## src/sra_pkg.sv

```systemverilog
// Purpose: Shared constants and types of the serial register access port
// Assumes: 10 MHz core clock
// Notes: Offsets are byte addresses inside every register page
package sra_pkg;
  // Reserved addresses present on every page
  localparam logic [7:0] ADDR_WIN_LO = 8'hf0;
  localparam logic [7:0] ADDR_WIN_HI = 8'hf7;
  localparam logic [7:0] ADDR_STATUS = 8'hfe;
  localparam logic [7:0] ADDR_PAGE = 8'hff;
  localparam logic [7:0] PAGE_RESET = 8'h00;
  // Command byte layout
  localparam logic [2:0] CMD_NORMAL_TAG = 3'h3;
  localparam int CMD_MODE_BIT = 4;
  // Status byte layout
  localparam int ST_READ_ACK_FLAG_BIT = 5;
  localparam int ST_RECEIVE_READY_FLAG_BIT = 1;
  localparam int ST_TRANSMIT_READY_FLAG_BIT = 0;
  // Loader header and serial memory framing
  localparam logic [4:0] HDR_MAGIC = 5'h15;
  localparam int HDR_SPEED_BIT = 10;
  localparam logic [2:0] EE_READ_OP = 3'h6;
  localparam int EE_ADDR_MAX = 10;
  localparam logic [4:0] EE_FRAME_EXTRA = 5'h14;
  localparam logic [1:0] STRAP_SETTLE = 2'h3;
  // Serial memory clock half periods
  localparam int CLK_PERIOD_NS = 100;
  localparam int EE_HALF_NORM_NS = 500;
  localparam int EE_HALF_FAST_NS = 250;
  localparam logic [3:0] EE_HALF_NORM_CYC =
    4'((EE_HALF_NORM_NS + CLK_PERIOD_NS - 1) / CLK_PERIOD_NS);
  localparam logic [3:0] EE_HALF_FAST_CYC =
    4'((EE_HALF_FAST_NS + CLK_PERIOD_NS - 1) / CLK_PERIOD_NS);

  typedef enum logic [1:0] {SP_CMD, SP_ADDR, SP_DATA, SP_SKIP} spi_state_t;
  typedef enum logic [2:0] {
    LD_WAIT, LD_SHIFT, LD_WORD, LD_EXEC, LD_DONE, LD_ABSENT
  } ld_state_t;

  // Address bits sent per read for each size strap
  function automatic logic [3:0] ee_addr_bits(input logic [1:0] sz);
    unique case (sz)
      2'h0: ee_addr_bits = 4'h6;
      2'h1: ee_addr_bits = 4'h7;
      2'h2: ee_addr_bits = 4'h8;
      default: ee_addr_bits = 4'ha;
    endcase
  endfunction

  // Words held by the part for each size strap
  function automatic logic [10:0] ee_words(input logic [1:0] sz);
    unique case (sz)
      2'h0: ee_words = 11'h040;
      2'h1: ee_words = 11'h080;
      2'h2: ee_words = 11'h100;
      default: ee_words = 11'h400;
    endcase
  endfunction
endpackage

```

## src/reg_if.sv

```systemverilog
// Purpose: Request and answer path into the register space
// Assumes: Requests held until ack
// Notes: One instance per requester
`timescale 1ns/10ps
interface reg_if;
  logic req;
  logic write;
  logic [7:0] page;
  logic [7:0] addr;
  logic [63:0] wdata;
  logic ack;
  logic [63:0] rdata;
  logic [3:0] width;
  modport initiator (output req, write, page, addr, wdata,
                     input ack, rdata, width);
  modport target (input req, write, page, addr, wdata,
                  output ack, rdata, width);
endinterface

```

## src/reg_arbiter.sv

```systemverilog
// Purpose: Routes serial slave or loader onto the one register space
// Assumes: Requesters hold req until ack
// Notes: Owner changes only between requests
`timescale 1ns/10ps
module reg_arbiter
  import sra_pkg::*;
(
  // Clock and reset
  input wire logic clk,
  input wire logic resetn,
  // Strap selected source
  input wire logic ee_mode,
  // Requesters
  reg_if.target spi,
  reg_if.target ldr,
  // Register space
  output logic reg_req,
  output logic reg_write,
  output logic [7:0] reg_page,
  output logic [7:0] reg_addr,
  output logic [63:0] reg_wdata,
  input wire logic reg_ack,
  input wire logic [63:0] reg_rdata,
  input wire logic [3:0] reg_width
);
  typedef struct packed {
    logic owner;
    logic lock;
  } arb_t;
  arb_t st_ff;
  arb_t nxt_st;

  // Owner follows the strap unless a request is in flight
  always_comb begin
    nxt_st = st_ff;
    nxt_st.lock = reg_req & ~reg_ack;
    if (!st_ff.lock) begin
      nxt_st.owner = ee_mode;
    end
  end

  always_ff @(posedge clk or negedge resetn) begin
    if (!resetn) begin
      st_ff <= '0;
    end else begin
      st_ff <= nxt_st;
    end
  end

  // Both sources reach the same register space
  assign reg_req = st_ff.owner ? ldr.req : spi.req; // RQ24
  assign reg_write = st_ff.owner ? ldr.write : spi.write;
  assign reg_page = st_ff.owner ? ldr.page : spi.page;
  assign reg_addr = st_ff.owner ? ldr.addr : spi.addr;
  assign reg_wdata = st_ff.owner ? ldr.wdata : spi.wdata;
  assign spi.ack = ~st_ff.owner & reg_ack;
  assign ldr.ack = st_ff.owner & reg_ack;
  assign spi.rdata = reg_rdata;
  assign ldr.rdata = reg_rdata;
  assign spi.width = reg_width;
  assign ldr.width = reg_width;
endmodule // reg_arbiter

```

## src/serial_register_access_port.sv

```systemverilog
// Purpose: Serial slave and boot loader front end of the register space
// Assumes: clk 10 MHz; link clock sampled, never used as a clock
// Notes: Shared pins are split into input, output and enable
// Behaviour
// [RQ1] Command byte: bit4 mode, bits3:1 select id, bit0 direction
// [RQ2] Master keeps select low for a transaction, raises it to end
// [RQ3] Offset FEh of every page shows the serial status byte
// [RQ4] Normal read is command byte plus one address byte
// [RQ5] Write happens only when data byte count equals register width
// [RQ6] Master writes FFh only when moving to another page
// [RQ7] Read-ack flag sets once the read data has been fetched
// [RQ8] Read data window sits at F0h to F7h on every page
// [RQ9] First window read gives byte n, repeats give next higher bytes
// [RQ10] A new transaction is taken with fetched bytes still unread
// [RQ11] Write data arrives low byte first, no byte offset
// [RQ12] Any page write returns the serial state to its start; a read answer in the same cycle still sets the read-ack flag
// [RQ13] Master checks ready flags after each 8-byte string
// [RQ14] Fast read streams ack bytes on bit 0, then data low first
// [RQ15] Fast command bits 7:5 give the first byte returned
// [RQ16] Writes behave the same in fast and normal mode
// [RQ17] Header without magic 15h stops loader as if no part
// [RQ18] Header: magic 15:11, speed bit 10, entry count 9:0
// [RQ19] Entries fetched in turn and written at once
// [RQ20] Size strap picks the read framing for 64 to 1024 words
// [RQ21] Entry count limited to the part size
// [RQ22] Stored words are byte swapped
// [RQ23] Serial memory is organised as 16-bit words
// [RQ24] Strap picks slave or loader; both reach one register space
// [RQ25] Link idles low, samples on rising edge, MSB first
`timescale 1ns/10ps
module serial_register_access_port
  import sra_pkg::*;
#(
  parameter logic [2:0] DEV_SELECT_ID = 3'h0
) (
  // Clock and reset
  input wire logic clk,
  input wire logic resetn,
  // Straps and chip status
  input wire logic loader_strap,
  input wire logic [1:0] rom_size_select,
  input wire logic init_done,
  input wire logic receive_ready_flag,
  input wire logic transmit_ready_flag,
  // Shared serial pins
  input wire logic ser_clk_i,
  output logic ser_clk_o,
  output logic ser_clk_oe,
  input wire logic ser_sel_i,
  output logic ser_sel_o,
  output logic ser_sel_oe,
  input wire logic ser_mosi_i,
  output logic ser_mosi_o,
  output logic ser_mosi_oe,
  input wire logic ser_miso_i,
  output logic ser_miso_o,
  output logic ser_miso_oe,
  // Register space
  output logic reg_req,
  output logic reg_write,
  output logic [7:0] reg_page,
  output logic [7:0] reg_addr,
  output logic [63:0] reg_wdata,
  input wire logic reg_ack,
  input wire logic [63:0] reg_rdata,
  input wire logic [3:0] reg_width,
  // Loader status
  output logic loader_present,
  output logic loader_done,
  output logic loader_fast
);
  typedef struct packed {
    logic [1:0] sck_s;
    logic [1:0] ss_s;
    logic [1:0] mosi_s;
    logic [1:0] miso_s;
    logic [1:0] mode_s;
    logic [3:0] size_s;
    logic sck_d;
    logic ss_d;
    logic [1:0] stc;
    logic ee_mode;
    logic [1:0] rom_size;
    spi_state_t sst;
    logic [2:0] bitc;
    logic [7:0] rx;
    logic [7:0] tx;
    logic [7:0] cmd;
    logic [7:0] addr;
    logic [7:0] page;
    logic [63:0] wbuf;
    logic [3:0] wcnt;
    logic [63:0] rbuf;
    logic [3:0] rwidth;
    logic read_ack_flag;
    logic [2:0] ptr;
    logic [2:0] ptr_win;
    logic ptr_valid;
    logic fack;
    logic [2:0] fptr;
    logic sreq;
    logic swr;
    ld_state_t lst;
    logic [3:0] div;
    logic sk;
    logic cs;
    logic [4:0] bitn;
    logic [12:0] osh;
    logic [15:0] ish;
    logic [9:0] widx;
    logic [9:0] wlim;
    logic fast;
    logic [15:0] ent;
    logic lreq;
    logic present;
    logic done;
  } state_t;

  state_t st_ff;
  state_t nxt_st;
  logic sck_rise;
  logic sck_fall;
  logic ss_on;
  logic ss_end;
  logic byte_done;
  logic [7:0] rx_byte;
  logic [7:0] status;
  logic [15:0] ee_word;
  logic do_next_fast_ack;
  reg_if spi_bus ();
  reg_if ldr_bus ();

  // Byte idx of a 64-bit buffer
  function automatic logic [7:0] byte_of(input logic [63:0] buf_v,
                                         input logic [2:0] idx);
    byte_of = buf_v[{idx, 3'h0} +: 8];
  endfunction

  // Steps a byte pointer up to the register's top byte
  function automatic logic [2:0] step_ptr(input logic [2:0] p,
                                          input logic [3:0] w);
    step_ptr = ({1'b0, p} + 4'h1 < w) ? p + 3'h1 : p;
  endfunction

  // Edges of the sampled link clock and frame
  assign sck_rise = st_ff.sck_s[1] & ~st_ff.sck_d; // RQ25
  assign sck_fall = ~st_ff.sck_s[1] & st_ff.sck_d;
  assign ss_on = ~st_ff.ss_s[1] & ~st_ff.ee_mode & (st_ff.stc == STRAP_SETTLE);
  assign ss_end = st_ff.ss_s[1] & ~st_ff.ss_d; // RQ2
  assign byte_done = ss_on & sck_rise & (st_ff.bitc == 3'h7);
  assign rx_byte = {st_ff.rx[6:0], st_ff.mosi_s[1]}; // RQ25
  assign ee_word = {st_ff.ish[7:0], st_ff.ish[15:8]}; // RQ22

  // Status byte seen at FEh
  always_comb begin
    status = '0;
    status[ST_READ_ACK_FLAG_BIT] = st_ff.read_ack_flag; // RQ3
    status[ST_RECEIVE_READY_FLAG_BIT] = receive_ready_flag;
    status[ST_TRANSMIT_READY_FLAG_BIT] = transmit_ready_flag;
  end

  // Next state of slave, loader and synchronisers
  always_comb begin
    logic [7:0] ra;
    logic [2:0] p;
    logic do_next;
    logic launch;
    logic go;
    logic [3:0] ab;
    logic [3:0] half;
    logic [9:0] cnt;
    logic [10:0] words;
    nxt_st = st_ff;
    ra = (st_ff.sst == SP_ADDR) ? rx_byte : st_ff.addr;
    p = '0;
    launch = 1'b0;
    go = 1'b0;
    ab = ee_addr_bits(st_ff.rom_size); // RQ20
    half = st_ff.fast ? EE_HALF_FAST_CYC : EE_HALF_NORM_CYC;
    cnt = ee_word[9:0]; // RQ18
    words = ee_words(st_ff.rom_size);
    do_next = byte_done & ~st_ff.cmd[0] & ((st_ff.sst == SP_DATA) |
      ((st_ff.sst == SP_ADDR) & (rx_byte >= ADDR_WIN_LO)));
    nxt_st.sck_s = {st_ff.sck_s[0], ser_clk_i};
    nxt_st.ss_s = {st_ff.ss_s[0], ser_sel_i};
    nxt_st.mosi_s = {st_ff.mosi_s[0], ser_mosi_i};
    nxt_st.miso_s = {st_ff.miso_s[0], ser_miso_i};
    nxt_st.mode_s = {st_ff.mode_s[0], loader_strap};
    nxt_st.size_s = {st_ff.size_s[1:0], rom_size_select};
    nxt_st.sck_d = st_ff.sck_s[1];
    nxt_st.ss_d = st_ff.ss_s[1];
    // Straps caught once the synchronisers have filled
    if (st_ff.stc != STRAP_SETTLE) begin
      nxt_st.stc = st_ff.stc + 2'h1;
      nxt_st.ee_mode = st_ff.mode_s[1]; // RQ24
      nxt_st.rom_size = st_ff.size_s[3:2];
    end
    // Serial slave framing
    if (!ss_on) begin
      nxt_st.sst = SP_CMD; // RQ10
      nxt_st.bitc = '0;
    end else begin
      if (sck_fall && st_ff.bitc != 3'h0) begin
        nxt_st.tx = {st_ff.tx[6:0], 1'b0}; // RQ25
      end
      if (sck_rise) begin
        nxt_st.rx = rx_byte;
        nxt_st.bitc = st_ff.bitc + 3'h1;
      end
      if (byte_done) begin
        unique case (st_ff.sst)
          SP_CMD: begin
            nxt_st.cmd = rx_byte;
            nxt_st.sst = (rx_byte[3:1] == DEV_SELECT_ID &&
              (rx_byte[CMD_MODE_BIT] || rx_byte[7:5] == CMD_NORMAL_TAG))
              ? SP_ADDR : SP_SKIP; // RQ1
          end
          SP_ADDR: begin
            nxt_st.addr = rx_byte;
            nxt_st.wcnt = '0;
            nxt_st.wbuf = '0; // No stale upper bytes in narrow writes
            nxt_st.sst = SP_DATA;
            if (!st_ff.cmd[0] && rx_byte < ADDR_WIN_LO) begin
              launch = 1'b1; // RQ4
              nxt_st.sreq = 1'b1;
              nxt_st.swr = 1'b0;
              nxt_st.read_ack_flag = 1'b0;
              nxt_st.ptr_valid = 1'b0;
              nxt_st.fack = 1'b0;
              nxt_st.fptr = st_ff.cmd[7:5]; // RQ15
              nxt_st.tx = '0;
            end
          end
          SP_DATA: begin
            if (st_ff.cmd[0]) begin
              if (!st_ff.wcnt[3]) begin
                nxt_st.wbuf[{st_ff.wcnt[2:0], 3'h0} +: 8] = rx_byte; // RQ11
              end
              if (st_ff.wcnt != 4'h9) begin
                nxt_st.wcnt = st_ff.wcnt + 4'h1;
              end
            end
          end
          SP_SKIP: begin
          end
        endcase
      end
    end
    // Next byte to shift out on a read
    if (do_next) begin
      if (ra < ADDR_WIN_LO) begin
        if (!st_ff.cmd[CMD_MODE_BIT]) begin
          nxt_st.tx = '0;
        end else if (!st_ff.fack) begin
          nxt_st.tx = {7'h0, st_ff.read_ack_flag}; // RQ14
          nxt_st.fack = st_ff.read_ack_flag;
        end else begin
          nxt_st.tx = byte_of(st_ff.rbuf, st_ff.fptr); // RQ14
          nxt_st.fptr = step_ptr(st_ff.fptr, st_ff.rwidth);
        end
      end else if (ra <= ADDR_WIN_HI) begin
        p = (st_ff.ptr_valid && st_ff.ptr_win == ra[2:0]) ?
          st_ff.ptr : ra[2:0]; // RQ9
        nxt_st.tx = byte_of(st_ff.rbuf, p); // RQ8
        nxt_st.ptr = step_ptr(p, st_ff.rwidth);
        nxt_st.ptr_win = ra[2:0];
        nxt_st.ptr_valid = 1'b1;
      end else if (ra == ADDR_STATUS) begin
        nxt_st.tx = status; // RQ3
      end else if (ra == ADDR_PAGE) begin
        nxt_st.tx = st_ff.page;
      end else begin
        nxt_st.tx = '0;
      end
    end
    // Write takes effect at the end of the frame, both modes alike
    if (ss_end && st_ff.sst == SP_DATA && st_ff.cmd[0]) begin // RQ16
      if (st_ff.addr == ADDR_PAGE) begin
        if (st_ff.wcnt == 4'h1) begin
          nxt_st.page = st_ff.wbuf[7:0]; // RQ12
          nxt_st.read_ack_flag = 1'b0;
          nxt_st.ptr_valid = 1'b0;
          nxt_st.fack = 1'b0;
          nxt_st.sreq = 1'b0;
        end
      end else if (st_ff.addr < ADDR_WIN_LO && !st_ff.sreq &&
                   st_ff.wcnt == spi_bus.width) begin // RQ5
        nxt_st.sreq = 1'b1;
        nxt_st.swr = 1'b1;
      end
    end
    // Answer from the register space; a set beats a clear
    if (st_ff.sreq && spi_bus.ack) begin
      nxt_st.sreq = launch;
      if (!st_ff.swr && !launch) begin
        nxt_st.rbuf = spi_bus.rdata;
        nxt_st.rwidth = spi_bus.width;
        nxt_st.read_ack_flag = 1'b1; // RQ7
      end
    end
    // Loader sequence
    unique case (st_ff.lst)
      LD_WAIT: begin
        if (st_ff.stc == STRAP_SETTLE && st_ff.ee_mode && init_done) begin
          nxt_st.widx = '0; // RQ24
          go = 1'b1;
        end
      end
      LD_SHIFT: begin
        if (st_ff.div != 4'h0) begin
          nxt_st.div = st_ff.div - 4'h1;
        end else begin
          nxt_st.div = half - 4'h1;
          if (!st_ff.sk) begin
            nxt_st.sk = 1'b1;
            nxt_st.ish = {st_ff.ish[14:0], st_ff.miso_s[1]};
          end else begin
            nxt_st.sk = 1'b0;
            nxt_st.osh = {st_ff.osh[11:0], 1'b0};
            nxt_st.bitn = st_ff.bitn + 5'h1;
            if (st_ff.bitn == 5'(ab) + EE_FRAME_EXTRA - 5'h1) begin
              nxt_st.cs = 1'b0; // RQ20
              nxt_st.lst = LD_WORD;
            end
          end
        end
      end
      LD_WORD: begin
        if (st_ff.widx == 10'h0) begin
          if (ee_word[15:11] != HDR_MAGIC) begin
            nxt_st.lst = LD_ABSENT; // RQ17
          end else begin
            nxt_st.present = 1'b1;
            nxt_st.fast = ee_word[HDR_SPEED_BIT]; // RQ18
            nxt_st.wlim = ({1'b0, cnt} >= words) ?
              10'(words - 11'h1) : cnt; // RQ21
          end
        end else if (st_ff.widx[0]) begin
          nxt_st.ent = ee_word;
        end else begin
          nxt_st.lreq = 1'b1; // RQ19
          nxt_st.lst = LD_EXEC;
        end
      end
      LD_EXEC: begin
        if (ldr_bus.ack) begin
          nxt_st.lreq = 1'b0;
        end
      end
      LD_DONE: begin
        nxt_st.done = 1'b1;
      end
      LD_ABSENT: begin
      end
    endcase
    // Move to the next word or finish
    if ((st_ff.lst == LD_WORD && nxt_st.lst == LD_WORD) ||
        (st_ff.lst == LD_EXEC && ldr_bus.ack)) begin
      if (st_ff.widx == nxt_st.wlim) begin
        nxt_st.lst = LD_DONE; // RQ19
      end else begin
        nxt_st.widx = st_ff.widx + 10'h1;
        go = 1'b1;
      end
    end
    if (go) begin
      nxt_st.lst = LD_SHIFT;
      nxt_st.cs = 1'b1;
      nxt_st.sk = 1'b0;
      nxt_st.bitn = '0;
      nxt_st.div = half - 4'h1;
      nxt_st.osh = {EE_READ_OP,
        10'(nxt_st.widx << (4'(EE_ADDR_MAX) - ab))}; // RQ20
    end
  end

  // State register
  always_ff @(posedge clk or negedge resetn) begin
    if (!resetn) begin
      st_ff <= '0;
      st_ff.page <= PAGE_RESET;
      st_ff.ss_s <= '1; // Idle select level, no false frame end
      st_ff.ss_d <= 1'b1;
      st_ff.sst <= SP_CMD;
      st_ff.lst <= LD_WAIT;
    end else begin
      st_ff <= nxt_st;
    end
  end

  // Requests into the register space
  assign spi_bus.req = st_ff.sreq;
  assign spi_bus.write = st_ff.swr;
  assign spi_bus.page = st_ff.page;
  assign spi_bus.addr = st_ff.addr;
  assign spi_bus.wdata = st_ff.wbuf;
  assign ldr_bus.req = st_ff.lreq;
  assign ldr_bus.write = 1'b1;
  assign ldr_bus.page = st_ff.ent[15:8];
  assign ldr_bus.addr = st_ff.ent[7:0];
  assign ldr_bus.wdata = {48'h0, ee_word};

  reg_arbiter u_arb (
    .clk(clk),
    .resetn(resetn),
    .ee_mode(st_ff.ee_mode),
    .spi(spi_bus),
    .ldr(ldr_bus),
    .reg_req(reg_req),
    .reg_write(reg_write),
    .reg_page(reg_page),
    .reg_addr(reg_addr),
    .reg_wdata(reg_wdata),
    .reg_ack(reg_ack),
    .reg_rdata(reg_rdata),
    .reg_width(reg_width)
  );

  // Shared pins: loader drives clock, select and data in loader mode
  assign ser_clk_o = st_ff.sk;
  assign ser_sel_o = st_ff.cs;
  assign ser_mosi_o = st_ff.osh[12] & st_ff.cs;
  assign ser_clk_oe = st_ff.ee_mode & (st_ff.stc == STRAP_SETTLE);
  assign ser_sel_oe = ser_clk_oe;
  assign ser_mosi_oe = ser_clk_oe;
  assign ser_miso_o = st_ff.tx[7];
  assign ser_miso_oe = ss_on; // RQ24
  assign loader_present = st_ff.present;
  assign loader_done = st_ff.done;
  assign loader_fast = st_ff.fast;

  assign do_next_fast_ack = st_ff.fack && st_ff.cmd[CMD_MODE_BIT];
endmodule // serial_register_access_port

```

## config.mk

```make
export PLATFORM = sky130hd
export DESIGN_NAME = serial_register_access_port
export DESIGN_NICKNAME = d
export VERILOG_FILES = /design/src/sra_pkg.sv /design/src/reg_if.sv /design/src/reg_arbiter.sv /design/src/serial_register_access_port.sv
export SDC_FILE = /design/constraint.sdc
export NUM_CORES = 1
export LEC_CHECK = 0
export BUFFER_PORTS_ARGS = -buffer_cell sky130_fd_sc_hd__buf_2
export CAP_MARGIN = 20
export CORE_MARGIN = 5
export CORE_UTILIZATION = 40
export DETAILED_ROUTE_END_ITERATION = 6
export SLEW_MARGIN = 10
export SYNTH_ARGS = -nofsm -noshare
export SYNTH_HDL_FRONTEND = slang
export SYNTH_SLANG_ARGS = --single-unit
```

## constraint.sdc

```tcl
create_clock -name clk -period 4.9 [get_ports clk]
set_input_delay 0.49 -clock clk [delete_from_list [all_inputs] [get_ports clk]]
set_output_delay 0.49 -clock clk [all_outputs]
set_load 0.05 [all_outputs]
```

# After elaboration in Yosys (flattened, before gate mapping)
# Cells that the tools add are included.
dict set report totals {
  ff_bits 301
  inputBits 81
  output_inout_bits 93
}
dict set report classes {
  add_sub_neg 16
  magnitude_cmp 8
  n_eq_ne 34
  shifts 5
  n_mux 102
  bitwise_logic 29
  reduce_logical 49
}
# op count
set op_table {}
lappend op_table {{68-bit one-hot mux with 2 select lines} 1}
lappend op_table {{64-bit two-way mux} 2}
lappend op_table {{64-bit by 7-bit indexed part select with 8-bit output} 2}
lappend op_table {{8-bit two-way mux} 14}
lappend op_table {{68-bit two-way mux} 1}
lappend op_table {{64-bit bitwise mux} 1}
lappend op_table {{8-bit by 8-bit variable shift with 64-bit output (first input constant)} 1}
lappend op_table {{8-bit by 8-bit indexed part select with 64-bit output} 1}
lappend op_table {{27-bit two-way mux} 2}
lappend op_table {{10-bit two-way mux} 5}
lappend op_table {{24-bit two-way mux} 2}
lappend op_table {{40-bit two-way mux} 1}
lappend op_table {{3-bit two-way mux} 13}
lappend op_table {{36-bit two-way mux} 1}
lappend op_table {{11-bit two-way mux} 3}
lappend op_table {{11-bit one-hot mux with 3 select lines} 1}
lappend op_table {{16-bit two-way mux} 2}
lappend op_table {{1-bit two-way mux} 30}
lappend op_table {{7-bit two-way mux} 4}
lappend op_table {{8-bit equality test (second input constant)} 3}
lappend op_table {{8-bit less-than comparator (second input constant)} 3}
lappend op_table {{3-bit AND reduction} 7}
lappend op_table {{19-bit two-way mux} 1}
lappend op_table {{17-bit two-way mux} 1}
lappend op_table {{56 further kinds} 141}

# Longest topological paths before layout
# Gate-level depths: netlist (run 1).
dict set report depth {
  word_depth 15
  mapped_depth 19
  depth_no_buf 16
}

# Hierarchy
# A second synthesis (run 1) with hierarchy kept.
dict set report hier_totals {
  hier_cells 1480
  hier_area_um2 16444.5
}
# mod n_inst cells_per_inst area_per_inst_um2 seq_area_each_um2
set modules_own_cells {}
lappend modules_own_cells {serial_register_access_port 1 1247 14331.2 7385.8}
lappend modules_own_cells {reg_arbiter 1 233 2113.3 50.0}

# Least setup slack after synthesis (run 1)
# No wires, ideal clock.
dict set report synth_timing {
  kind {flip-flop to flip-flop}
  start {register st_ff[279] (netlist name)}
  end {register st_ff[63] (netlist name)}
  t_arrival_ns 4.234
  required_ns 4.774
  slack_ns 0.540
  path_stages_with_launch 19
  path_buffers 3
  cell_sequence {dfrtp_1 -> inv_1 -> ha_1 -> clkbuf_1 -> inv_1 -> clkbuf_1 -> ha_1 -> a211oi_1 -> o22ai_1 -> nor2_1 -> mux2_2 -> a211o_1 -> o31ai_4 -> buf_6 -> mux2i_1 -> nand2_1 -> o21a_1 -> a21o_1 -> a311o_1}
}
dict set report synth_between {
  elab_chain_len 15
}
# item line
set synth_rtl {}
lappend synth_rtl {{start: declaration} serial_register_access_port.sv:119} ;# state_t st_ff;
lappend synth_rtl {{start signal: assignment} serial_register_access_port.sv:387} ;# st_ff <= nxt_st;
lappend synth_rtl {{2-bit equality test, or another cell as far along} {sra_pkg.sv:41, sra_pkg.sv:51}}
lappend synth_rtl {{4-bit one-hot mux with 3 select lines} sra_pkg.sv:41} ;# unique case (sz)
lappend synth_rtl {{4-bit by 5-bit adder with 5-bit output} serial_register_access_port.sv:321} ;# if (st_ff.bitn == 5'(ab) + EE_FRAME_EXTRA - 5'h1) begin
lappend synth_rtl {{5-bit by 1-bit subtractor with 5-bit output} serial_register_access_port.sv:321}
lappend synth_rtl {{5-bit equality test} serial_register_access_port.sv:321}
lappend synth_rtl {{3-bit two-way mux} serial_register_access_port.sv:321}
lappend synth_rtl {{3-bit two-way mux} serial_register_access_port.sv:314} ;# if (!st_ff.sk) begin
lappend synth_rtl {{3-bit two-way mux} serial_register_access_port.sv:310} ;# if (st_ff.div != 4'h0) begin
lappend synth_rtl {{3-bit one-hot mux with 2 select lines} serial_register_access_port.sv:302} ;# unique case (st_ff.lst)
lappend synth_rtl {{3-bit by 2-bit equality test with 1-bit output} serial_register_access_port.sv:357} ;# if ((st_ff.lst == LD_WORD && nxt_st.lst == LD_WORD) ||
lappend synth_rtl {{1-bit logical AND} serial_register_access_port.sv:357}
lappend synth_rtl {{1-bit logical OR} serial_register_access_port.sv:357}
lappend synth_rtl {{10-bit two-way mux or 1-bit two-way mux (tied branches)} serial_register_access_port.sv:357}
lappend synth_rtl {{10-bit by 4-bit << shifter with 10-bit output, or another cell as far along} serial_register_access_port.sv:373} ;# 10'(nxt_st.widx << (4'(EE_ADDR_MAX) - ab))};
lappend synth_rtl {{27-bit two-way mux or 3-bit AND reduction (tied branches)} --}
# Several ways; a longest one is shown, not always the timed one.
# A chain may end at the register's enable or synchronous reset.

# Worst setup path after layout (run 1)
dict set report layout_timing {
  start {register st_ff[277] (netlist name)}
  end {register st_ff[95] (netlist name)}
}
dict set report layout_between {
  elab_chain_len 8
}
# item line
set layout_rtl {}
lappend layout_rtl {{2-bit by 1-bit equality test with 1-bit output} {serial_register_access_port.sv:174, serial_register_access_port.sv:183}}
lappend layout_rtl {{8-bit two-way mux} serial_register_access_port.sv:174} ;# ra = (st_ff.sst == SP_ADDR) ? rx_byte : st_ff.addr;
lappend layout_rtl {{3-bit equality test} serial_register_access_port.sv:262} ;# p = (st_ff.ptr_valid && st_ff.ptr_win == ra[2:0]) ?
lappend layout_rtl {{1-bit logical AND} serial_register_access_port.sv:262}
lappend layout_rtl {{3-bit two-way mux} serial_register_access_port.sv:262}
lappend layout_rtl {{3-bit by 1-bit adder with 4-bit output} serial_register_access_port.sv:142} ;# step_ptr = ({1'b0, p} + 4'h1 < w) ? p + 3'h1 : p;
lappend layout_rtl {{4-bit less-than comparator} serial_register_access_port.sv:142}
lappend layout_rtl {{3-bit two-way mux} serial_register_access_port.sv:142}
# Several ways; a longest one is shown, not always the timed one.

==> results of run 1 <==
-- final cells by class --
class / count / area [um2]
flip-flops and latches: 297 / 7440
well taps: 511 / 639
clock inverters: 14 / 235
multi-input cells: 975 / 7380
inverters: 47 / 176
clock buffers: 50 / 1020
repair buffers: 195 / 1070
fillers: 3472 / 19700
-- cells by family after synthesis --
kind of cell    count (synthesis)  synth area share
flops                         297             0.486
simple gates                  428             0.140
xor+xnor                       28            0.0160
buf+inv                       115            0.0313
mux                           227             0.190
compound gates                260             0.111
fa+ha+maj                      32            0.0262
-- layer usage --
metal  part of all wire  GRT usage
met2               0.46      0.304
met5            0.00093          0
met3              0.072     0.0441
met1               0.45      0.274
met4              0.023     0.0495
-- power breakdown --
group | total (mW) | switching (mW) | internal (mW)
registers | 2.53 | 0.0479 | 2.48
logic | 0.205 | 0.130 | 0.0750
clock network | 2.83 | 1.05 | 1.78
total | 5.56 | 1.23 | 4.33
-- registers in the layout (all words and copies together) (netlist names), 2 cells and up --
name / flops
st_ff: 157
nxt_st: 9
spi_bus.wdata: 64
u_arb.st_ff: 2
ldr_bus.page: 8
spi_bus.page: 8
ldr_bus.addr: 8
spi_bus.addr: 8
rx_byte: 8
ee_word: 16
-- metrics by stage --
step / worst slack [ps] / power (mW) / hold WS, ps
6_report: 575 / 5.56 / 15.3
3_3_place_gp: 700 / 2.78 / 333
4_1_cts: 553 / 5.64 / 38.5
5_1_grt: 260 / 5.76 / 47.1
3_5_place_dp: 565 / 2.78 / 336
2_1_floorplan: 540 / 2.65 / 194
-- cells in the mapped netlist, types with 5 or more instances --
master,n
xnor2_1,15
a21oi_1,36
o22a_1,5
inv_1,45
o21a_1,5
dfrtp_1,294
xor2_1,13
a21o_1,10
mux2_2,159
buf_1,6
mux4_2,32
and3_1,8
nor2b_1,57
a211oi_1,5
mux2i_1,33
ha_1,32
nand4_1,13
nand2b_1,11
o211ai_1,10
nor2_1,70
nor3_1,22
nor3b_1,5
o22ai_1,8
a21boi_0,6
buf_2,7
o21ai_1,12
o21ai_0,100
nand3_1,30
nand2_1,169
a32o_1,9
clkbuf_1,48
a22oi_1,8
-- layout by cell type, fill, tap and decap left out, drive strengths merged, types with 5 or more instances in the layout --
master / synthesis / layout
nor4: 6 / 6
nand4: 13 / 13
clkbuf: 48 / 50
o21ai: 115 / 115
o21a: 5 / 5
xnor2: 15 / 15
nor2: 71 / 71
nand3: 31 / 31
nor4b: 6 / 6
nor3: 22 / 22
a22oi: 8 / 8
ha: 32 / 32
inv: 46 / 47
and3: 8 / 8
o22a: 5 / 5
o22ai: 8 / 8
xor2: 13 / 13
a32o: 9 / 9
dfrtp: 294 / 294
a21boi: 7 / 7
a211oi: 5 / 5
clkinv: 1 / 8
bufinv: 0 / 6
a21o: 10 / 10
a21oi: 37 / 37
nor2b: 57 / 57
o211ai: 10 / 10
mux2i: 36 / 36
and2: 5 / 5
nand2: 169 / 169
mux2: 159 / 159
nand2b: 11 / 11
nor3b: 5 / 5
buf: 20 / 195
mux4: 32 / 32
-- worst max path at each step --
| stage | from | end | slack [ps] | cells after the start |
|---|---|---|---|---|
| after global placement | st_ff[277] | st_ff[95] | 700 | 15 |
| after global routing | st_ff[277] | st_ff[95] | 260 | 15 |
| after detailed placement | st_ff[277] | st_ff[95] | 560 | 15 |
| final | st_ff[277] | st_ff[95] | 580 | 15 |
| after floorplan | st_ff[279] | st_ff[63] | 540 | 18 |
| after CTS | st_ff[277] | st_ff[95] | 550 | 15 |
==> results by group, run 1 <==
Run status
  – Status: complete, no violations

STA
  – Skew final: 8.72 ps
  – Endpoints failing hold: 0
  – Max Fclk: 231 MHz
  – Rel. slew slack: 0.354
  – Fin crit share: 0.883
  – Fin. max-slew vios: 0
  – Setup TNS: 0 ps
  – Final setup vio count: 0
  – Clock period minus worst slack: 4320 ps
  – Least-Margin Pin Slew: 970 ps
  – RSZ-0062 raised after global routing: false

Worst setup path
  – Reg2reg start: st_ff[277]
  – Setup slack, reg-to-reg: 580 ps
  – Crit-path cells: nor2b_1 > mux2i_4 > xor2_1 > and4_1 > mux2i_1 > buf_4 > inv_1 > ha_1 > ha_1 > a21boi_0 > o21a_1 > o21a_1 > nor3b_1 > xnor2_1 > mux2_2
  – Crit path largest cell delay: 530 ps
  – Crit-path max FO: 9
  – Worst path slowest cell: nor2b_1
  – Startpoint Class: flop
  – CP required: 5300 ps
  – Setup CP Type: reg2reg
  – RR Endpoint: st_ff[95]
  – CP Buf/Inv Count: 2
  – Crit end category: flop
  – Worst Path Arrival: 4730 ps
  – FF-to-FF path depth: 15
  – Top Family by Delay on Critical Path: simple AND/OR/NAND/NOR gates

Power
  – P_leak: 8.41 nW
  – Pwr dens: 310 nW/um2
  – VDD IR max: 0.204 mV

Finish
  – Antenna Cells: 0
  – Fin nets: 1664
  – Fin area: 18000 um2
  – Share of layout cells above drive strength 1: 0.303
  – Layout area overhead: 17.5%
  – Filler-free cell count of the finished design: 2089
  – Final Core Density: 0.477

Global route
  – First-pass GRT wire length: 65300 um
  – Largest net degree at the start of global routing: 117
  – Initial antenna violation count: 2
  – Vias in the first global route: 11558
  – Global-route usage over all layers: 0.194
  – Total global routing overflow: 0

Logic synthesis
  – Syn Nets: 1500
  – Synthesized cell area: 15300 um2
  – Register area share after synthesis: 0.486
  – Post-synth EDFFs: 0
  – Post-Synthesis Cells: 1387
  – YS warnings: 0
  – Number of synthesized register bits: 297
  – Synth top area share: 0.481
  – Ys async rst share: 1.00
  – Post-synth top flop: dfrtp_1
  – Count of cell types in the netlist: 87
  – Synth area leader: dfrtp_1
  – Syn_area_per_cell: 11.0 um2
  – Synth top area cells: dfrtp_1, mux2_2, mux4_2

Clock network
  – Setup Fix Bufs, Post-CTS: 0
  – Latest clock arrival within the worst-skew pair: 520 ps
  – Total CTS buffers: 35
  – CTS tree: built
  – Clk sink count: 297
  – H-tree levels: 2
  – Post-CTS Resized: 0
  – CTS Buffer Depth: 3
  – CTS Root Cell: clkbuf_16
  – Reg clk slew, reported paths: 60 ps
  – Cts-stage hold buffer count: 0

Floorplanning
  – Initial Utilization: 0.406
  – Die area: 42200 um2
  – FP Rows: 71
  – Placeable core area: 37700 um2
  – Number of I/O pins: 174
  – Die width: 206 um
  – Die height: 206 um

Detailed routing
  – Via density: 5.45
  – # DRC: 0
  – Iteration-0 DRC Markers: 668
  – Routed len/inst: 19.6 um
  – Final WL: 40900 um
  – Number of routed nets with antenna violations: 0
  – 1st-pass router iterations: 5
  – Vias: 11389

Place
  – Placer congestion estimate: 0.863
  – Final HPWL DP: 29200 um
  – Port buffer count: 173
  – Placed cells: 2025
  – Post-DP Area: 16700 um2

Flow run
  – Max-Cap Viols: 0

Worst hold path
  – Hold crit path type: in2async
No activity file was read; power rests on OpenSTA's default activity.
==> run 2, diff against run 1 <==
CTS_BUF_LIST = sky130_fd_sc_hd__clkbuf_4   (was default)
==> results by group, run 2 (synthesis gave the netlist of run 1 again) <==
Finish
  – Layout area overhead: 21.7%
  – Share of layout cells above drive strength 1: 0.323
  – Commonest non-fill, non-tap cell in the layout: dfrtp_1
  – Commonest cells after routing, fill and taps aside: dfrtp_1, buf_2, nand2_1
  – Register Area: 7440 um2
  – Filler cells: 3468
  – Max reg flops: 157
  – Fin area: 18600 um2
  – Final Core Density: 0.494
  – Fin nets: 1791
  – Most flops, register: st_ff
  – Area of the multi-input gates: 7380 um2

Floorplanning
  – FP Rows: 71
  – Die height: 206 um
  – Placeable core area: 37700 um2
  – Number of I/O pins: 174
  – Initial Utilization: 0.406
  – Die width: 206 um
  – Die area: 42200 um2

STA
  – Fin crit share: 0.878
  – Setup TNS: 0 ps
  – WHS: 246 ps
  – Clock period minus worst slack: 4300 ps
  – Min setup slack post-route: 597 ps
  – Skew final: 49.1 ps
  – Rel. slew slack: 0.335
  – Max Fclk: 232 MHz
  – RSZ-0062 raised after global routing: false
  – Final setup vio count: 0
  – Fin. max-slew vios: 0
  – Least-Margin Pin Slew: 994 ps
  – Endpoints failing hold: 0

Clock network
  – H-tree levels: 3
  – Clk sink count: 297
  – Total CTS buffers: 85
  – Latest clock arrival within the worst-skew pair: 780 ps
  – Post-CTS Resized: 0
  – CTS Root Cell: clkbuf_4
  – CTS Buffer Depth: 3
  – CTS tree: built
  – Reg clk slew, reported paths: 70 ps

Detailed routing
  – Final WL: 42100 um
  – # DRC: 0
  – 1st-pass router iterations: 5
  – Via density: 5.31
  – Vias: 11995
  – Iteration-0 DRC Markers: 610
  – Routed len/inst: 18.6 um
  – Number of routed nets with antenna violations: 0

Worst setup path
  – FF-to-FF path depth: 15
  – Worst Setup SP: st_ff[277]
  – Top Family by Delay on Critical Path: simple AND/OR/NAND/NOR gates
  – Setup CP Type: reg2reg
  – CP Buf/Inv Count: 2
  – Setup slack, reg-to-reg: 600 ps
  – RR Endpoint: st_ff[95]
  – Startpoint Class: flop
  – CP endpoint: st_ff[95]
  – Crit path largest cell delay: 530 ps
  – Worst path slowest cell: nor2b_1
  – Crit-path max FO: 9
  – CP required: 5550 ps
  – Crit end category: flop
  – Worst path depth: 15
  – Worst Path Arrival: 4950 ps
  – Reg2reg start: st_ff[277]
  – Crit-path cells: nor2b_1 > mux2i_4 > xor2_1 > and4_1 > mux2i_1 > buf_4 > inv_1 > ha_1 > ha_1 > a21boi_0 > o21a_1 > o21a_1 > nor3b_1 > xnor2_1 > mux2_2

Global route
  – Largest net degree at the start of global routing: 117
  – First-pass GRT wire length: 67500 um
  – Vias in the first global route: 12364
  – Global-route usage over all layers: 0.201
  – Total global routing overflow: 0
  – Initial antenna violation count: 4

Power
  – P_leak: 8.77 nW
  – VDD IR max: 0.198 mV
  – Pwr dens: 277 nW/um2

Worst hold path
  – Hold crit path type: in2reg
  – Worst Hold Launch: transmit_ready_flag

Place
  – Final HPWL DP: 29200 um
  – Post-DP Area: 16700 um2
  – Pre-CTS WS: 565 ps
  – Port buffer count: 173
  – Placer congestion estimate: 0.863

Run status
  – Status: complete, no violations

Flow run
  – Max-Cap Viols: 0
run 2: cell types whose count changed in the layout (fill, tap and decap cells not counted), moves of 3 or more:
cell | before | now
clkbuf_4 | 0 | 134
clkbuf_8 | 7 | 0
diode_2 | 0 | 3
dlygate4sd3_1 | 0 | 77
clkinv_2 | 6 | 1
clkbuf_16 | 36 | 0
bufinv_16 | 6 | 1
clkbuf_1 | 7 | 0
clkinv_1 | 1 | 11
clkinvlp_4 | 0 | 3
run 2: what timing repair did:
item / in CTS / in global routing
hold buffers: 77 / 0
buffers inserted: 0 / 0
hold endpoints to repair: 186 / 0
run 2: power breakdown:
part / internal, mW / switching, mW
logic: 0.115 / 0.141
clock network: 1.29 / 1.08
registers: 2.48 / 0.0484
run 2: worst min path at each step:
stage / endpoint / slack [ps] / depth (start not counted)
after detailed placement: rx_byte[0] / 340 / 0
after CTS: st_ff[258] / 160 / 5
final: st_ff[257] / 250 / 5
after floorplan: ee_word[0] / 190 / 0
after global placement: rx_byte[0] / 330 / 0
after global routing: st_ff[258] / 200 / 5
run 2: cell type report:
class / count / area share
Clock inverter: 18 / 0.00626
Clock buffer: 134 / 0.0541
Timing Repair Buffer: 272 / 0.0987
Tap cell: 511 / 0.0344
Sequential cell: 297 / 0.400
Antenna cell: 3 / 0.000404
Inverter: 47 / 0.00948
Multi-Input combinational cell: 975 / 0.397
run 2: routing by layer:
metal / routed length [um] / GRT usage / up-vias
met5: 34 / 0 / -
met4: 948 / 0.0641 / 4
met3: 2670 / 0.0500 / 76
met2: 19500 / 0.317 / 373
met1: 18900 / 0.275 / 5919
li1: - / - / 5623
run 2: worst register-to-register path: cells and delay by family (launching register included):
family / cells / cell delay (ps)
simple gates: 3 / 1130
mux: 3 / 980
fa+ha+maj: 2 / 570
compound gates: 3 / 500
flops: 1 / 420
buf+inv: 2 / 330
xor+xnor: 2 / 280
run 2: metrics by stage:
stage | total power [mW] | std cells
floorplan | 2.65 | 1387
global placement | 2.78 | 2025
detailed placement | 2.78 | 2025
CTS | 5.24 | 2254
global route | 5.41 | 2257
finish | 5.16 | 2257
==> run 3, diff against run 2 <==
SYNTH_HIERARCHICAL = 1   (was default)
==> results by group, run 3 <==
Run status
  – Status: complete, no violations

Detailed routing
  – Via density: 5.26
  – Iteration-0 DRC Markers: 792
  – Final WL: 42000 um
  – Vias: 11844
  – # DRC: 0
  – 1st-pass router iterations: 7
  – Routed len/inst: 18.7 um
  – Number of routed nets with antenna violations: 0

Worst hold path
  – Hold crit path type: in2reg
  – Hold Crit Endpoint: st_ff[258]
  – Hold depth: 4
  – Worst Hold Launch: receive_ready_flag

Global route
  – Global-route usage over all layers: 0.191
  – Vias in the first global route: 12207
  – Initial antenna violation count: 5
  – Total global routing overflow: 0
  – First-pass GRT wire length: 67800 um
  – Largest net degree at the start of global routing: 114

STA
  – Max Fclk: 228 MHz
  – RSZ-0062 raised after global routing: false
  – Rel. slew slack: 0.361
  – Fin. max-slew vios: 0
  – Least-Margin Pin Slew: 959 ps
  – Clock period minus worst slack: 4380 ps
  – Skew final: 57.2 ps
  – Setup TNS: 0 ps
  – Final setup vio count: 0
  – Fin crit share: 0.893
  – Endpoints failing hold: 0

Worst setup path
  – Crit-path max FO: 8
  – Setup CP Type: reg2reg
  – Worst Path Arrival: 5010 ps
  – Setup slack, reg-to-reg: 520 ps
  – Crit end category: flop
  – CP required: 5540 ps
  – Startpoint Class: flop
  – RR Endpoint: st_ff[65]
  – Reg2reg start: st_ff[279]
  – FF-to-FF path depth: 16

Floorplanning
  – Number of I/O pins: 174
  – Die area: 43900 um2
  – Die width: 210 um
  – Placeable core area: 39500 um2
  – Initial Utilization: 0.403
  – FP Rows: 73
  – Die height: 210 um

Power
  – VDD IR max: 0.145 mV
  – P_leak: 8.94 nW
  – Sw power: 1.40 mW
  – Seq pwr share: 0.481
  – Clock Power Share: 0.428
  – Int Pwr: 3.87 mW
  – Switching fraction of total power: 0.265
  – Gate power share: 0.091
  – Pwr dens: 281 nW/um2
  – Final Power: 5.27 mW

Clock network
  – Setup Fix Bufs, Post-CTS: 0
  – Reg clk slew, reported paths: 70 ps
  – CTS Root Cell: clkbuf_4
  – Latest clock arrival within the worst-skew pair: 770 ps
  – CTS Buffer Depth: 3
  – Total CTS buffers: 83
  – Clk sink count: 297
  – CTS tree: built
  – H-tree levels: 3

Place
  – Port buffer count: 173
  – Final HPWL DP: 29500 um
  – Placer congestion estimate: 0.897

Finish
  – Fin nets: 1788
  – Max reg flops: 157
  – Commonest non-fill, non-tap cell in the layout: dfrtp_1
  – Layout area overhead: 17.7%
  – Filler cells: 3625
  – Most flops, register: st_ff
  – Commonest cells after routing, fill and taps aside: dfrtp_1, mux2_2, buf_2
  – Final Core Density: 0.474
  – Share of layout cells above drive strength 1: 0.347

Flow run
  – Max-Cap Viols: 0

Logic synthesis
  – Synthesized cell area: 15900 um2
  – Post-Synthesis Cells: 1412
  – Syn_area_per_cell: 11.3 um2
  – YS warnings: 6
[run 3: worst max path at each step]
stage	startpoint	to	slack, ps
2_1_floorplan	st_ff[279]	st_ff[65]	540
3_3_place_gp	st_ff[279]	st_ff[65]	650
3_5_place_dp	st_ff[279]	st_ff[65]	540
4_1_cts	st_ff[279]	st_ff[65]	540
5_1_grt	st_ff[279]	st_ff[59]	340
6_report	st_ff[279]	st_ff[65]	520
[run 3: metal layers]
metal  part of all wire  global-route usage  up-vias
li1                   -                   -     5546
met1               0.47               0.271     5869
met2               0.45               0.294      354
met3              0.061              0.0442       71
met4              0.019              0.0585        4
met5            0.00050                   0        -
[run 3: power groups by stage]
stage                     registers (mW)  clock network, mW  logic [mW]
after global placement              2.58                  0       0.432
after detailed placement            2.58                  0       0.435
after floorplan                     2.53                  0       0.344
after CTS                           2.54               2.35       0.485
after global routing                2.54               2.47       0.521
final                               2.54               2.25       0.478
[run 3: final cells by class]
cell class                      count  area, um2  area share
Antenna cell                        3       7.51    0.000400
Inverter                           38        143     0.00760
Timing Repair Buffer              275       1840      0.0983
Sequential cell                   297       7440       0.397
Tap cell                          525        657      0.0350
Clock inverter                     19        161     0.00860
Clock buffer                      113        848      0.0452
Multi-Input combinational cell    980       7660       0.408
[run 3: timing repair]
action,in CTS,in global routing
resized for setup,0,0
hold buffers,77,0
hold endpoints to repair,184,0
[run 3: critical path, cell delays in order, from the launching register on]
cell and delay, ps:
dfrtp_1 430, inv_1 160, ha_1 200, inv_1 150
ha_1 340, nand4b_1 100, or4_1 550, and3_4 260
o31ai_4 270, xor2_2 110, o31ai_2 360, mux2_4 350
a21oi_4 250, inv_2 60, mux4_2 500, nand3_1 100
nand4_1 90
[run 3: metrics by stage]
stage	instances	hold WS (ps)	worst slack (ps)	cell area, um2
3_5_place_dp	2037	337	541	17000
3_3_place_gp	2037	333	649	17000
4_1_cts	2246	121	541	18700
2_1_floorplan	1459	194	542	16100
5_1_grt	2250	152	345	18800
6_report	2250	221	523	18800
